### src/common/dat_defines.vh
// Register addresses, bit positions, reset values and divider counts of the timer pair
`ifndef DAT_DEFINES_VH
`define DAT_DEFINES_VH

// ****************************************
// Register addresses
// ****************************************
`define DAT_ADDR_CLK_CTL   8'h8E
`define DAT_ADDR_A_CTL     8'hC8
`define DAT_ADDR_A_RLD_LO  8'hCA
`define DAT_ADDR_A_RLD_HI  8'hCB
`define DAT_ADDR_A_CNT_LO  8'hCC
`define DAT_ADDR_A_CNT_HI  8'hCD
`define DAT_ADDR_B_CTL     8'h91
`define DAT_ADDR_B_RLD_LO  8'h92
`define DAT_ADDR_B_RLD_HI  8'h93
`define DAT_ADDR_B_CNT_LO  8'h94
`define DAT_ADDR_B_CNT_HI  8'h95

// ****************************************
// Control register bits
// ****************************************
`define DAT_CTL_HIGH_FLAG  7
`define DAT_CTL_LOW_FLAG   6
`define DAT_CTL_LOW_IRQ_EN 5
`define DAT_CTL_SPLIT      3
`define DAT_CTL_RUN        2
`define DAT_CTL_EXT_SEL    0
`define DAT_CTL_RW_MASK    8'hED

// ****************************************
// Clock control register bits
// ****************************************
`define DAT_CKC_B_HIGH_SYS 7
`define DAT_CKC_B_LOW_SYS  6
`define DAT_CKC_A_HIGH_SYS 5
`define DAT_CKC_A_LOW_SYS  4

// ****************************************
// Reset values and constants
// ****************************************
`define DAT_RST_BYTE       8'h00
`define DAT_BYTE_ONES      8'hFF
`define DAT_DIV12_LAST     4'hB
`define DAT_DIV12_ZERO     4'h0
`define DAT_DIV8_LAST      3'h7
`define DAT_DIV8_ZERO      3'h0
`define DAT_BYTE_ONE       8'h01

`endif

### src/rtl/dat_timer_unit.v
// One auto-reload timer instance: counter bytes, reload bytes and control register
`timescale 1ns/100ps
`include "dat_defines.vh"

module dat_timer_unit (
	// Clock and reset
	input  wire       core_clk,
	input  wire       rst_n,
	// Count sources, one-cycle ticks
	input  wire       tick_low,
	input  wire       tick_high,
	// Register writes
	input  wire [7:0] wr_data,
	input  wire       wr_ctl,
	input  wire       wr_rld_lo,
	input  wire       wr_rld_hi,
	input  wire       wr_cnt_lo,
	input  wire       wr_cnt_hi,
	// Register contents
	output reg  [7:0] ctl_r,
	output reg  [7:0] rld_lo_r,
	output reg  [7:0] rld_hi_r,
	output reg  [7:0] cnt_lo_r,
	output reg  [7:0] cnt_hi_r
);

	reg  [7:0] cnt_lo_nxt;
	reg  [7:0] cnt_hi_nxt;
	reg        low_wrap;
	reg        high_wrap;
	reg  [7:0] ctl_nxt;
	wire       split = ctl_r[`DAT_CTL_SPLIT];
	wire       run   = ctl_r[`DAT_CTL_RUN];

	// ****************************************
	// Counting
	// ****************************************
	always @* begin
		cnt_lo_nxt = cnt_lo_r;
		cnt_hi_nxt = cnt_hi_r;
		low_wrap   = 1'b0;
		high_wrap  = 1'b0;
		if (split) begin
			if (tick_low) begin                                    // [RULE5] [RULE6]
				if (cnt_lo_r == `DAT_BYTE_ONES) begin
					low_wrap   = 1'b1;
					cnt_lo_nxt = rld_lo_r;                         // [RULE15]
				end else begin
					cnt_lo_nxt = cnt_lo_r + `DAT_BYTE_ONE;
				end
			end
			if (run && tick_high) begin                            // [RULE6]
				if (cnt_hi_r == `DAT_BYTE_ONES) begin
					high_wrap  = 1'b1;
					cnt_hi_nxt = rld_hi_r;                         // [RULE5]
				end else begin
					cnt_hi_nxt = cnt_hi_r + `DAT_BYTE_ONE;
				end
			end
		end else if (run && tick_low) begin                        // [RULE1] [RULE6]
			if (cnt_lo_r == `DAT_BYTE_ONES) begin
				low_wrap = 1'b1;                                   // [RULE4]
				if (cnt_hi_r == `DAT_BYTE_ONES) begin
					high_wrap  = 1'b1;
					cnt_lo_nxt = rld_lo_r;                         // [RULE2]
					cnt_hi_nxt = rld_hi_r;                         // [RULE2]
				end else begin
					cnt_lo_nxt = `DAT_RST_BYTE;
					cnt_hi_nxt = cnt_hi_r + `DAT_BYTE_ONE;
				end
			end else begin
				cnt_lo_nxt = cnt_lo_r + `DAT_BYTE_ONE;
			end
		end
		// A direct write wins over the count in the same cycle
		if (wr_cnt_lo)
			cnt_lo_nxt = wr_data;                                  // [RULE15]
		if (wr_cnt_hi)
			cnt_hi_nxt = wr_data;                                  // [RULE15]
	end

	// ****************************************
	// Control and flags
	// ****************************************
	always @* begin
		ctl_nxt = ctl_r;
		if (wr_ctl)
			ctl_nxt = wr_data & `DAT_CTL_RW_MASK;
		// Hardware set beats a software clear in the same cycle
		if (high_wrap)
			ctl_nxt[`DAT_CTL_HIGH_FLAG] = 1'b1;                    // [RULE2] [RULE10]
		if (low_wrap)
			ctl_nxt[`DAT_CTL_LOW_FLAG] = 1'b1;                     // [RULE10]
	end

	always @(posedge core_clk) begin
		if (!rst_n) begin
			ctl_r    <= `DAT_RST_BYTE;
			rld_lo_r <= `DAT_RST_BYTE;
			rld_hi_r <= `DAT_RST_BYTE;
			cnt_lo_r <= `DAT_RST_BYTE;
			cnt_hi_r <= `DAT_RST_BYTE;
		end else begin
			ctl_r    <= ctl_nxt;
			rld_lo_r <= wr_rld_lo ? wr_data : rld_lo_r;            // [RULE15]
			rld_hi_r <= wr_rld_hi ? wr_data : rld_hi_r;            // [RULE15]
			cnt_lo_r <= cnt_lo_nxt;
			cnt_hi_r <= cnt_hi_nxt;
		end
	end

endmodule // dat_timer_unit

### src/rtl/dat_timers.v
// Two auto-reload timers with their shared count sources and register port
`timescale 1ns/100ps
`include "dat_defines.vh"

// What this block does
// [RULE1] Split bit clear: one 16-bit up-counter from low and high bytes, auto-reload.
// [RULE2] 16-bit rollover to zero loads the reload pair and sets the high flag.
// [RULE3] 16-bit mode: interrupt request on every overflow when timer irq enabled.
// [RULE4] 16-bit mode: low-byte rollover also requests when low irq enable set.
// [RULE5] Split bit set: two 8-bit counters, each reloads from its own reload byte.
// [RULE6] Run bit gates whole timer in 16-bit mode; in split only the high counter.
// [RULE7] Per-byte select: set means system clock; clear uses system/12 or external/8.
// [RULE8] External divided-by-8 source is synchronised to the system clock first.
// [RULE9] External oscillator must not be faster than the system clock; the code loses rising pin edges above half the system clock.
// [RULE10] High flag on high-byte rollover; low flag on low-byte rollover in either mode.
// [RULE11] Split mode: request on high overflow, and on low overflow if low enable set.
// [RULE12] Software clears both flags itself and checks both to find the cause.
// [RULE13] Second timer behaves identically with its own control, selects and reloads.
// [RULE14] Second timer's control register has its own address, same bit layout.
// [RULE15] Reload writes take effect at next overflow; count bytes writable any time.
module dat_timers (
	// Clock and reset
	input  wire       core_clk,
	input  wire       rst_n,
	// Register port
	input  wire [7:0] sfr_addr,
	input  wire       sfr_wr,
	input  wire       sfr_rd,
	input  wire [7:0] sfr_wdata,
	output reg  [7:0] sfr_rdata_r,
	// Interrupt enables from the interrupt controller
	input  wire       timer_a_irq_enable,
	input  wire       timer_b_irq_enable,
	// External oscillator pin
	input  wire       ext_osc_clk,
	// Interrupt requests
	output reg        timer_a_irq_r,
	output reg        timer_b_irq_r
);

	// ****************************************
	// Count sources
	// ****************************************
	reg  [3:0] div12_cnt_r;
	reg        div12_tick_r;
	reg        ext_meta_r;
	reg        ext_sync_r;
	reg        ext_prev_r;
	reg  [2:0] div8_cnt_r;
	reg        ext_tick_r;
	wire       ext_rise = ext_sync_r & ~ext_prev_r;

	// System clock divided by 12
	always @(posedge core_clk) begin
		if (!rst_n) begin
			div12_cnt_r  <= `DAT_DIV12_ZERO;
			div12_tick_r <= 1'b0;
		end else begin
			div12_tick_r <= (div12_cnt_r == `DAT_DIV12_LAST);
			if (div12_cnt_r == `DAT_DIV12_LAST)
				div12_cnt_r <= `DAT_DIV12_ZERO;
			else
				div12_cnt_r <= div12_cnt_r + 4'h1;
		end
	end

	// Oscillator pin passes three flops; only the second and third are looked at.
	// Edges closer than two system clocks are lost, hence the rate limit.
	always @(posedge core_clk) begin
		if (!rst_n) begin
			ext_meta_r <= 1'b0;
			ext_sync_r <= 1'b0;
			ext_prev_r <= 1'b0;
			div8_cnt_r <= `DAT_DIV8_ZERO;
			ext_tick_r <= 1'b0;
		end else begin
			ext_meta_r <= ext_osc_clk;                             // [RULE8]
			ext_sync_r <= ext_meta_r;                              // [RULE8]
			ext_prev_r <= ext_sync_r;
			ext_tick_r <= ext_rise && (div8_cnt_r == `DAT_DIV8_LAST); // [RULE8] [RULE9]
			if (ext_rise)
				div8_cnt_r <= div8_cnt_r + 3'h1;
		end
	end

	// Picks the tick for one byte from its select bit and the timer's external select
	function sel_tick;
		input sys_sel;
		input ext_sel;
		input div12_tick;
		input ext_tick;
		begin
			if (sys_sel)
				sel_tick = 1'b1;                                   // [RULE7]
			else if (ext_sel)
				sel_tick = ext_tick;                               // [RULE7]
			else
				sel_tick = div12_tick;                             // [RULE7]
		end
	endfunction

	// Interrupt request from the flags of one timer
	function irq_of;
		input [7:0] ctl;
		input       en;
		begin
			irq_of = en & (ctl[`DAT_CTL_HIGH_FLAG] |
				(ctl[`DAT_CTL_LOW_IRQ_EN] & ctl[`DAT_CTL_LOW_FLAG]));
		end
	endfunction

	// ****************************************
	// Clock control register
	// ****************************************
	reg  [7:0] clk_ctl_r;

	always @(posedge core_clk) begin
		if (!rst_n)
			clk_ctl_r <= `DAT_RST_BYTE;
		else if (sfr_wr && sfr_addr == `DAT_ADDR_CLK_CTL)
			clk_ctl_r <= sfr_wdata;
	end

	// ****************************************
	// Timer instances
	// ****************************************
	wire [7:0] a_ctl;
	wire [7:0] a_rld_lo;
	wire [7:0] a_rld_hi;
	wire [7:0] a_cnt_lo;
	wire [7:0] a_cnt_hi;
	wire [7:0] b_ctl;
	wire [7:0] b_rld_lo;
	wire [7:0] b_rld_hi;
	wire [7:0] b_cnt_lo;
	wire [7:0] b_cnt_hi;

	wire a_tick_lo = sel_tick(clk_ctl_r[`DAT_CKC_A_LOW_SYS], a_ctl[`DAT_CTL_EXT_SEL],
		div12_tick_r, ext_tick_r);
	wire a_tick_hi = sel_tick(clk_ctl_r[`DAT_CKC_A_HIGH_SYS], a_ctl[`DAT_CTL_EXT_SEL],
		div12_tick_r, ext_tick_r);
	wire b_tick_lo = sel_tick(clk_ctl_r[`DAT_CKC_B_LOW_SYS], b_ctl[`DAT_CTL_EXT_SEL],
		div12_tick_r, ext_tick_r);
	wire b_tick_hi = sel_tick(clk_ctl_r[`DAT_CKC_B_HIGH_SYS], b_ctl[`DAT_CTL_EXT_SEL],
		div12_tick_r, ext_tick_r);

	dat_timer_unit u_timer_a (
		.core_clk  (core_clk),
		.rst_n     (rst_n),
		.tick_low  (a_tick_lo),
		.tick_high (a_tick_hi),
		.wr_data   (sfr_wdata),
		.wr_ctl    (sfr_wr && sfr_addr == `DAT_ADDR_A_CTL),
		.wr_rld_lo (sfr_wr && sfr_addr == `DAT_ADDR_A_RLD_LO),
		.wr_rld_hi (sfr_wr && sfr_addr == `DAT_ADDR_A_RLD_HI),
		.wr_cnt_lo (sfr_wr && sfr_addr == `DAT_ADDR_A_CNT_LO),
		.wr_cnt_hi (sfr_wr && sfr_addr == `DAT_ADDR_A_CNT_HI),
		.ctl_r     (a_ctl),
		.rld_lo_r  (a_rld_lo),
		.rld_hi_r  (a_rld_hi),
		.cnt_lo_r  (a_cnt_lo),
		.cnt_hi_r  (a_cnt_hi)
	);

	// Same logic, own control, selects and reloads
	dat_timer_unit u_timer_b (                                     // [RULE13]
		.core_clk  (core_clk),
		.rst_n     (rst_n),
		.tick_low  (b_tick_lo),
		.tick_high (b_tick_hi),
		.wr_data   (sfr_wdata),
		.wr_ctl    (sfr_wr && sfr_addr == `DAT_ADDR_B_CTL),      // [RULE14]
		.wr_rld_lo (sfr_wr && sfr_addr == `DAT_ADDR_B_RLD_LO),
		.wr_rld_hi (sfr_wr && sfr_addr == `DAT_ADDR_B_RLD_HI),
		.wr_cnt_lo (sfr_wr && sfr_addr == `DAT_ADDR_B_CNT_LO),
		.wr_cnt_hi (sfr_wr && sfr_addr == `DAT_ADDR_B_CNT_HI),
		.ctl_r     (b_ctl),
		.rld_lo_r  (b_rld_lo),
		.rld_hi_r  (b_rld_hi),
		.cnt_lo_r  (b_cnt_lo),
		.cnt_hi_r  (b_cnt_hi)
	);

	// ****************************************
	// Read data
	// ****************************************
	reg  [7:0] rdata_nxt;

	always @* begin
		if (sfr_addr == `DAT_ADDR_CLK_CTL)
			rdata_nxt = clk_ctl_r;
		else if (sfr_addr == `DAT_ADDR_A_CTL)
			rdata_nxt = a_ctl;
		else if (sfr_addr == `DAT_ADDR_A_RLD_LO)
			rdata_nxt = a_rld_lo;
		else if (sfr_addr == `DAT_ADDR_A_RLD_HI)
			rdata_nxt = a_rld_hi;
		else if (sfr_addr == `DAT_ADDR_A_CNT_LO)
			rdata_nxt = a_cnt_lo;
		else if (sfr_addr == `DAT_ADDR_A_CNT_HI)
			rdata_nxt = a_cnt_hi;
		else if (sfr_addr == `DAT_ADDR_B_CTL)
			rdata_nxt = b_ctl;                                     // [RULE14]
		else if (sfr_addr == `DAT_ADDR_B_RLD_LO)
			rdata_nxt = b_rld_lo;
		else if (sfr_addr == `DAT_ADDR_B_RLD_HI)
			rdata_nxt = b_rld_hi;
		else if (sfr_addr == `DAT_ADDR_B_CNT_LO)
			rdata_nxt = b_cnt_lo;
		else if (sfr_addr == `DAT_ADDR_B_CNT_HI)
			rdata_nxt = b_cnt_hi;
		else
			rdata_nxt = `DAT_RST_BYTE;
	end

	// ****************************************
	// Outputs
	// ****************************************
	// Requests stay high while the timer enable is on and the high flag, or the low flag with its irq enable bit, is set; software clearing the flag drops them
	always @(posedge core_clk) begin
		if (!rst_n) begin
			sfr_rdata_r   <= `DAT_RST_BYTE;
			timer_a_irq_r <= 1'b0;
			timer_b_irq_r <= 1'b0;
		end else begin
			if (sfr_rd)
				sfr_rdata_r <= rdata_nxt;
			timer_a_irq_r <= irq_of(a_ctl, timer_a_irq_enable);    // [RULE3] [RULE4] [RULE11] [RULE12]
			timer_b_irq_r <= irq_of(b_ctl, timer_b_irq_enable);    // [RULE13] [RULE11]
		end
	end

endmodule // dat_timers
### config.mk
export PLATFORM = sky130hd
export DESIGN_NAME = dat_timers
export DESIGN_NICKNAME = d
export VERILOG_FILES = /design/src/rtl/dat_timer_unit.v /design/src/rtl/dat_timers.v
export VERILOG_INCLUDE_DIRS = /design/src /design/src/common
export SDC_FILE = /design/constraint.sdc
export NUM_CORES = 1
export LEC_CHECK = 0
export ABC_CLOCK_PERIOD_IN_PS = 1900
export BUFFER_PORTS_ARGS = -buffer_cell sky130_fd_sc_hd__buf_2
export CORE_ASPECT_RATIO = 0.5
export CORE_MARGIN = 2
export CORE_UTILIZATION = 25
export DETAILED_ROUTE_END_ITERATION = 8
export GPL_TIMING_DRIVEN = 1
export SYNTH_ARGS = -nofsm -noshare
export SYNTH_HDL_FRONTEND = slang
export SYNTH_SLANG_ARGS = --single-unit
### constraint.sdc
create_clock -name core_clk -period 1.9 [get_ports core_clk]
set_clock_uncertainty 0.15 [all_clocks]
set_input_delay 0.095 -clock core_clk [delete_from_list [all_inputs] [get_ports core_clk]]
set_output_delay 0.095 -clock core_clk [all_outputs]
set_load 0.005 [all_outputs]
# Yosys cells after proc, flatten, opt, wreduce, memory -nomap -nowiden
# Index checks and enable logic that the tools add are counted.
# op_classes
n_addsub	6
eq_ne	21
n_mux	67
n_bitwise	9
reduce_logical	31
# ops
cell	n
$mux 8	39
$eq 8x8->1 const B	15
$add 8x1->8 const B	4
$mux 1	28
$reduce_bool 3->1	6
$logic_and 1x1->1	16
$reduce_bool 2->1	4
$ne 3x1->1 const B	2
$ne 3x2->1 const B	2
$reduce_and 3->1	2
$and 1x1->1	5
$add 4x1->4 const B	1
$eq 4x4->1 const B	1
$reduce_and 2->1	2
$add 3x1->3 const B	1
$eq 3x3->1 const B	1
$not 1->1	2
$or 1x1->1	2
$reduce_or 2->1	1
# totals
register_bits	106
inputBits	23
out_inout_bits	10
wordCells	159

# Depth between registers and ports, before layout
# Gate-level depths: netlist of the first run.
# logic_depth
word_depth	12
depth_mapped	8
ltp_nobuf	6

# Modules after synthesis
# A second synthesis of the first run with hierarchy kept.
# unflattened
hier_cells	757
area_unflattened_um2	6359.8
# modules_own_cells
mod	instances	cells_per_inst	area_each_um2	seq_area_each_um2
dat_timer_unit	2	232	2009.4	760.7
dat_timers	1	293	2341.0	600.6

# Worst setup path before layout of the first run
# Ideal clock, no wire load.
# synth_path
kind	reg-to-reg
startpoint	register u_timer_a.cnt_lo_r[0]
endpoint	register u_timer_a.cnt_hi_r[6]
setup_ps	79
arrival_ps	1736
required_ps	1671
slack_ps	-65
path_stages_with_launch	8
path_buffers	1
synth_period_minus_slack_ps	1965
path_cell_list	dfxtp_1 > ha_1 > and4_1 > buf_4 > o211a_4 > o21ai_2 > or4_1 > o211ai_1
# synth_between
elab_chain_len	3
# synth_rtl
element	line_no	text
start, declared	dat_timer_unit.v:23	output reg [7:0] cnt_lo_r,
start signal, assigned	dat_timer_unit.v:101	cnt_lo_r <= `DAT_RST_BYTE;
start signal, assigned	dat_timer_unit.v:107	cnt_lo_r <= cnt_lo_nxt;
$eq 8x8->1 (no source line)	-	
$reduce_bool 3->1 (no source line)	-	
$reduce_and 3->1 (no source line)	-	
end signal, assigned	dat_timer_unit.v:102	cnt_hi_r <= `DAT_RST_BYTE;
end signal, assigned	dat_timer_unit.v:108	cnt_hi_r <= cnt_hi_nxt;
end, declared	dat_timer_unit.v:24	output reg [7:0] cnt_hi_r
# No other way between the ends.
# A chain may end at the register's enable or synchronous reset.

# Worst setup path in the final report of the first run
# layout_path
startpoint	register u_timer_a.cnt_hi_r[0]
endpoint	register u_timer_a.cnt_lo_r[0]
# layout_between
elab_chain_len	6
# layout_rtl
element	line_no	text
$eq 8x8->1 (no source line)	-	
$mux 8	dat_timer_unit.v:63	if (cnt_hi_r == `DAT_BYTE_ONES) begin
$mux 8	dat_timer_unit.v:61	if (cnt_lo_r == `DAT_BYTE_ONES) begin
$mux 8	dat_timer_unit.v:60	end else if (run && tick_low) begin
$mux 8	dat_timer_unit.v:43	if (split) begin
$mux 8	dat_timer_unit.v:76	if (wr_cnt_lo)
# No other way between the ends. The select of a mux whose other input is x is not followed.

==> results of run 1 <==
final timing paths:
check,end,slack (ps),cells after the start
min reg2reg,ext_sync_r,290,1
max reg2reg,u_timer_a.cnt_lo_r[0],20,7
max,u_timer_a.cnt_lo_r[0],20,7
min,u_timer_b.rld_hi_r[6],20,3
synth_stat cells, types with 4 or more instances:
master     number  area, µm²
o221ai_1        8      70.07
a211oi_1        8      60.06
inv_1          12      45.04
mux2_2          6      67.56
o21ai_1         4      20.02
nor2b_1         4      25.02
buf_2          13      65.06
o2bb2ai_1       8      70.07
o211ai_1       15      112.6
nand2_1        87      326.6
nand3_1        57      285.3
and2_1         10      62.56
a22oi_1        11      82.58
mux2i_1        29      290.3
buf_4           5      37.54
o32ai_1         4      35.03
xnor2_1         5      43.79
clkbuf_1       31      116.4
and3_1         18      112.6
dfxtp_1       106       2122
a31oi_1        12      75.07
a22o_1          5      43.79
a32oi_1         4      35.03
ha_1            7      87.58
nand2b_1       16      100.1
o22ai_1        11      68.82
o21ai_0        37      185.2
nand4_1         8      50.05
a21oi_1        71      355.3
nor4_1          4      25.02
nor2_1         52      195.2
nor3_1          4      20.02
and4_1          4      35.03
timing repair:
action	4_1_cts	5_1_grt
resized for setup	4	20
hold buffers	7	0
gates cloned	0	0
pin swaps	0	1
endpoints found under the hold margin	10	0
endpoints found under the setup margin	7	20
state kept, by name (all words and copies together), names as in the netlist, 4 cells and up:
name	count
u_timer_a.ctl_r	6
u_timer_b.ctl_r	6
u_timer_a.rld_lo_r	8
u_timer_a.cnt_lo_r	8
u_timer_b.rld_hi_r	8
clk_ctl_r	8
u_timer_b.cnt_lo_r	8
u_timer_b.rld_lo_r	8
u_timer_a.rld_hi_r	8
div12_cnt_r	4
u_timer_b.cnt_hi_r	8
sfr_rdata_r	8
u_timer_a.cnt_hi_r	8
per-layer routing:
metal  vias up  global-route usage [%]  wire [µm]  part of all wire (%)
li1       3101                       -          -                     -
met1      3168                   25.11      10860                    46
met2       275                   28.40      10230                    43
met3        48                   3.092       1763                   7.5
met4         0                   6.754        682                   2.9
met5         -                       0          0                     0
final cells by class:
cell class | instances | share of cell area, %
multi-input cells | 594 | 48.53
flip-flops and latches | 106 | 26.79
repair buffers | 160 | 14.82
well taps | 336 | 5.299
clock buffers | 10 | 3.012
clock inverters | 6 | 0.9305
inverters | 13 | 0.6150
stage by stage:
step                      setup WS (ps)  TNS, ps  cells  power, mW
after global routing             -41.70   -77.83   1225      4.824
final                             17.75        0   1225      4.670
after CTS                         16.05        0   1225      4.708
after global placement           -47.07   -54.40   1202      2.695
after detailed placement         -54.96   -171.0   1202      2.700
after floorplan                  -8.146   -8.146    768      2.516
cell families (layout without fill, tap and decap cells):
group                    after synthesis  in the layout  synth area share (%)
flip-flops                           106            106                 34.29
AO/OA/AOI/OAI                        241            241                 26.28
XOR/XNOR                               8              8                 1.132
multiplexers                          35             35                 5.782
AND/OR/NAND/NOR                      303            303                 26.12
buffers and inverters                 68            189                 4.974
adder cells (fa/ha/maj)                7              7                 1.415
power breakdown:
part	leakage, nW	total (mW)	internal [mW]	switching, mW
clock network	0.153	2.00	1.08	0.923
registers	0.857	2.25	2.24	0.0112
logic	1.96	0.422	0.150	0.272
critical path, cell delays in order (launching register included):
cell	delay, ps
dfxtp_1	320
ha_1	220
nand4_1	190
o21ai_2	90
buf_4	170
a311oi_1	320
o22ai_1	160
and2_1	170
==> flow_metrics.py, run 1 <==
metrics = {
    "clock_network": {
        "htree_levels": 3,
        "clock-sinks": 106,
        "worstSkewPairLatency_ps": 360,
        "cts_buffers": 9,
        "clock_path_buffers": 2,
        "clk_pin_slew_worst_paths_ps": 80,
        "post-cts-setup-buffers": 0,
        "cts_tree": "built",
        "root_buffer": "clkbuf_16",
    },
    "layout": {
        "design_area_um2": 7934,
        "final_nets": 914,
        "n_antenna_cell": 0,
        "mostFrequentLayoutCells": "118 x buf_4, 103 x dfxtp_1, 87 x nand2_1",
        "areaGrowthSynthToFinish_pct": 28.20,
        "seqCellArea_um2": 2126,
        "final_common_cell": "buf_4",
        "nFillCells": 2539,
        "drive_above_1_share_pct": 25.31,
        "post-route-util_pct": 32.82,
        "multi_input_area_um2": 3850,
    },
    "setup_path": {
        "startpoint": "u_timer_a.cnt_hi_r[0]",
        "crit_fanout": 4,
        "cp_data_required_time_ps": 2010,
        "worstPathArrival_ps": 1990,
        "endpoint_kind": "flop",
        "r2r-start": "u_timer_a.cnt_hi_r[0]",
        "crit_type": "flop to flop",
        "worstSetupStartpointType": "flop",
    },
    "timing": {
        "rsz0062_at_grt": "yes",
        "hold_viol": 0,
        "fmaxAchievable_ghz": 0.5313,
        "finalCritPeriodShare_pct": 99.07,
        "setup_viol": 0,
        "whs_ps": 22.32,
        "drv_slew": 0,
        "post-route-min-period_ps": 1882,
        "slew_headroom_pct": 67.12,
        "tightest_slew_ps": 490.5,
    },
    "power": {
        "p_per_area_nw_per_um2": 588.6,
        "p_leak_nw": 2.967,
        "ir_drop_v": 0.0004036,
    },
    "synthesis": {
        "synthCells": 768,
        "synth_area_um2": 6188,
        "synth-edff-count": 0,
        "synth_async_sr_flop_share_pct": 0,
        "yosysUniqueCellTypes": 90,
        "ys_ff_latch": 106,
        "synth_fp_nets": 798,
        "synth_ff_type": "dfxtp_1",
        "avgSynthCellArea_um2": 8.058,
        "yosysSeqAreaShare_pct": 34.29,
        "yosys_warnings": 0,
    },
    "die": {
        "rows": 40,
        "ios": 33,
        "initial_core_util_pct": 25.60,
        "coreArea_um2": 24170,
        "die_w_um": 226.5,
        "die_y_um": 115.3,
        "die_area_um2": 26100,
    },
    "grt": {
        "grt_pass1_wl_um": 35670,
        "grt_overflow": 0,
        "grt_max_degree": 35,
        "grt_antenna_before_repair": 0,
        "grt_pass1_vias": 6084,
        "gr-usage-all-layers_pct": 18.14,
    },
    "route": {
        "ant_nets": 0,
        "dr.pass1.iters": 5,
        "wirelength_um": 23540,
        "vias": 6592,
        "drc": 0,
        "routed_via_density": 5.381,
        "drt-initial-drc-count": 683,
        "wl_per_cell_um": 19.22,
    },
    "placed_design": {
        "io_buffers": 32,
        "hpwl_um": 17710,
        "gp_congestion": 0.9382,
        "placed_area_um2": 7476,
    },
    "worst_hold_path": {
        "min_from": "sfr_wdata[6]",
        "min_path_type": "primary input to flop",
    },
    "run": {
        "maxCapViolCount": 0,
    },
    "outcome": {
        "status": "finished, final reports clean",
    },
}
No activity file was read; power rests on OpenSTA's default activity.
==> inputs of run 2 (changes only) <==
--- a/config.mk
+++ b/config.mk
@@ -15,4 +15,5 @@
 export GPL_TIMING_DRIVEN = 1
 export SYNTH_ARGS = -nofsm -noshare
 export SYNTH_HDL_FRONTEND = slang
+export SYNTH_HIERARCHICAL = 1
 export SYNTH_SLANG_ARGS = --single-unit
==> run 2 against run 1 <==
  * The flow now finishes with violations (setup timing)
  * Sequential share of layout area shrank 0.15 points
  * Sequential cell count unchanged
  * Via count is 4.4% lower
  * Sequential power barely moved
  * Clock-buffer cell count decreased by 1
  * Critical path type unchanged
  * Critical endpoint is now u_timer_a/cnt_hi_r[6]
  * Highest routed layer unchanged
==> flow_metrics.py, run 2 <==
metrics = {
    "outcome": {
        "status": "complete, but fails checks",
        "violations": "setup timing",
    },
    "grt": {
        "grt_pass1_vias": 5928,
        "gr-usage-all-layers_pct": 15.84,
        "grt_overflow": 0,
        "use_met1_pct": 19.69,
        "grt_antenna_before_repair": 0,
        "grt_pass1_wl_um": 33000,
        "busiest_layer": "met2",
        "grt_max_degree": 91,
        "grtUsageMet2_pct": 26.55,
        "grt_use_met3_pct": 2.689,
    },
    "power": {
        "p_clk_share_pct": 44.5,
        "p_sw_mw": 1.189,
        "power.internal_mw": 3.573,
        "p_per_area_nw_per_um2": 595.9,
        "p_leak_nw": 2.940,
        "ir_drop_v": 0.0004066,
        "p_total_mw": 4.763,
        "swShare_pct": 24.97,
        "combPwrFrac_pct": 8.3,
        "p_seq_share_pct": 47.1,
    },
    "placed_design": {
        "io_buffers": 32,
        "hpwl_um": 15780,
        "dp.cells": 1184,
        "gp_congestion": 0.9265,
    },
    "synthesis": {
        "yosys_warnings": 6,
        "synth_top_area_cell": "dfxtp_1",
        "avgSynthCellArea_um2": 8.401,
        "yosys.cell_count.top_type": "dfxtp_1",
        "synth_common_cells": "106 x dfxtp_1, 78 x mux2i_1, 74 x nand2_1, 57 x nor2b_1, 51 x nor2_1",
        "yosysSeqAreaShare_pct": 33.37,
        "synthCells": 757,
        "yosysUniqueCellTypes": 66,
        "synth_ff_type": "dfxtp_1",
        "ys_ff_latch": 106,
        "synth_area_um2": 6360,
        "synth_top_area_share_pct": 33.37,
        "synth_async_sr_flop_share_pct": 0,
        "synth-edff-count": 0,
        "synth.area.top_cells": "dfxtp_1 33%, mux2i_1 12%, nor2b_1 5.6%",
    },
    "timing": {
        "post-route-min-period_ps": 1983,
        "drv_slew": 0,
        "fmaxAchievable_ghz": 0.5042,
        "whs_ps": 31.69,
        "setup_viol": 8,
        "rsz0062_at_grt": "yes",
        "layout_setup_ws_ps": -83.41,
        "finalCritPeriodShare_pct": 104.4,
        "hold_viol": 0,
    },
    "clock_network": {
        "htree_levels": 3,
        "root_buffer": "clkbuf_16",
        "clock-sinks": 106,
        "clock_path_buffers": 2,
        "cts_tree": "built",
        "cts_buffers": 9,
        "clk_pin_slew_worst_paths_ps": 80,
        "worstSkewPairLatency_ps": 360,
    },
    "layout": {
        "mostFrequentLayoutCells": "102 x dfxtp_1, 94 x buf_4, 76 x mux2i_1",
        "areaGrowthSynthToFinish_pct": 25.67,
        "n_antenna_cell": 0,
        "final_common_cell": "dfxtp_1",
        "final_nets": 891,
        "drive_above_1_share_pct": 21.36,
        "final_cells": 1210,
    },
    "setup_path": {
        "crit_fanout": 3,
        "startpoint": "u_timer_a/ctl_r[0]",
        "worst-r2r-cell-count": 7,
        "worst_r2r_endpoint": "u_timer_a/cnt_hi_r[6]",
        "cp_data_required_time_ps": 2020,
        "crit_type": "flop to flop",
        "worstSetupStartpointType": "flop",
        "worstPathArrival_ps": 2100,
        "endpoint_kind": "flop",
        "r2r-start": "u_timer_a/ctl_r[0]",
        "reg2reg_slack_ps": -80,
        "crit_end": "u_timer_a/cnt_hi_r[6]",
    },
    "route": {
        "routed_via_density": 5.210,
        "vias": 6304,
        "ant_nets": 0,
        "wirelength_um": 21680,
        "drt-initial-drc-count": 545,
        "dr.pass1.iters": 6,
        "wl_per_cell_um": 17.92,
        "drc": 0,
    },
    "die": {
        "coreArea_um2": 25090,
        "die_y_um": 116.8,
        "die_w_um": 229.6,
        "initial_core_util_pct": 25.35,
        "rows": 41,
        "die_area_um2": 26810,
        "ios": 33,
    },
    "run": {
        "maxCapViolCount": 0,
    },
    "worst_hold_path": {
        "min_path_type": "primary input to flop",
    },
}
==> run 2: worst min path at each step <==
| stage | from | endpoint | cells past startpoint |
|---|---|---|---|
| 6_report | sfr_wdata[4] | clk_ctl_r[4] | 3 |
| 5_1_grt | sfr_wdata[7] | u_timer_b/cnt_hi_r[7] | 3 |
| 4_1_cts | sfr_wdata[5] | u_timer_b/cnt_hi_r[5] | 3 |
| 3_5_place_dp | ext_osc_clk | ext_meta_r | 2 |
| 3_3_place_gp | ext_osc_clk | ext_meta_r | 2 |
| 2_1_floorplan | timer_a_irq_enable | timer_a_irq_r | 2 |
==> run 2: stage by stage <==
stage	TNS [ps]	utilization, %	worst slack, ps	instance area, µm²
3_3_place_gp	-2026	29.81	-272.9	7477
5_1_grt	-721.9	31.86	-105.3	7993
4_1_cts	-85.81	31.61	-31.71	7930
2_1_floorplan	0	-	21.93	6374
3_5_place_dp	-2097	29.81	-234.7	7477
6_report	-306.6	31.86	-83.41	7993
==> run 2: power groups by stage <==
stage               Clock [mW]  Sequential, mW  Combinational (mW)
finish                    2.12            2.25               0.397
global placement             0            2.30               0.379
detailed placement           0            2.30               0.381
CTS                       2.15            2.25               0.393
global route              2.25            2.25               0.425
floorplan                    0            2.30               0.205
==> run 2: critical path, cell delays in order (launching register included) <==
cell and delay (ps):
dfxtp_4 380, mux2i_4 290, nand2b_1 140, and3_1 200, a41o_1 260, nand4_1 190, a2111oi_2 70, a311oi_1 210
==> run 2: cell families (layout without fill, tap and decap cells) <==
family / after synthesis / after routing / share of synthesized area (%)
AND/OR/NAND/NOR: 300 / 300 / 25.54
buffers and inverters: 63 / 170 / 5.036
multiplexers: 83 / 83 / 13.16
other: 2 / 4 / 0.1181
AO/OA/AOI/OAI: 188 / 188 / 20.30
XOR/XNOR: 8 / 8 / 1.102
flip-flops: 106 / 106 / 33.37
adder cells (fa/ha/maj): 7 / 7 / 1.377
==> run 2: what timing repair did <==
| item | CTS | global route |
|---|---|---|
| resized for setup | 11 | 24 |
| gates cloned | 0 | 2 |
| buffers inserted | 2 | 0 |
| endpoints found under the hold margin | 9 | 0 |
| pin swaps | 3 | 16 |
| hold buffers | 6 | 0 |
| setup endpoints to repair | 27 | 29 |
==> run 2: per-layer routing <==
layer	part of all wire (%)	wire, µm	up-vias
met5	0	0	-
met4	4.5	982	0
met3	5.1	1114	69
met2	46	10020	234
met1	44	9569	3024
li1	-	-	2977
==> run 2: final cells by class <==
cell class,count,area (µm²)
timing repair buffer,139,1040
sequential,106,2130
inverter,15,56.30
fill,2622,17090
clock buffer,9,225.2
multi-input combinational,590,4008
tap,344,430.4
clock inverter,7,103.9
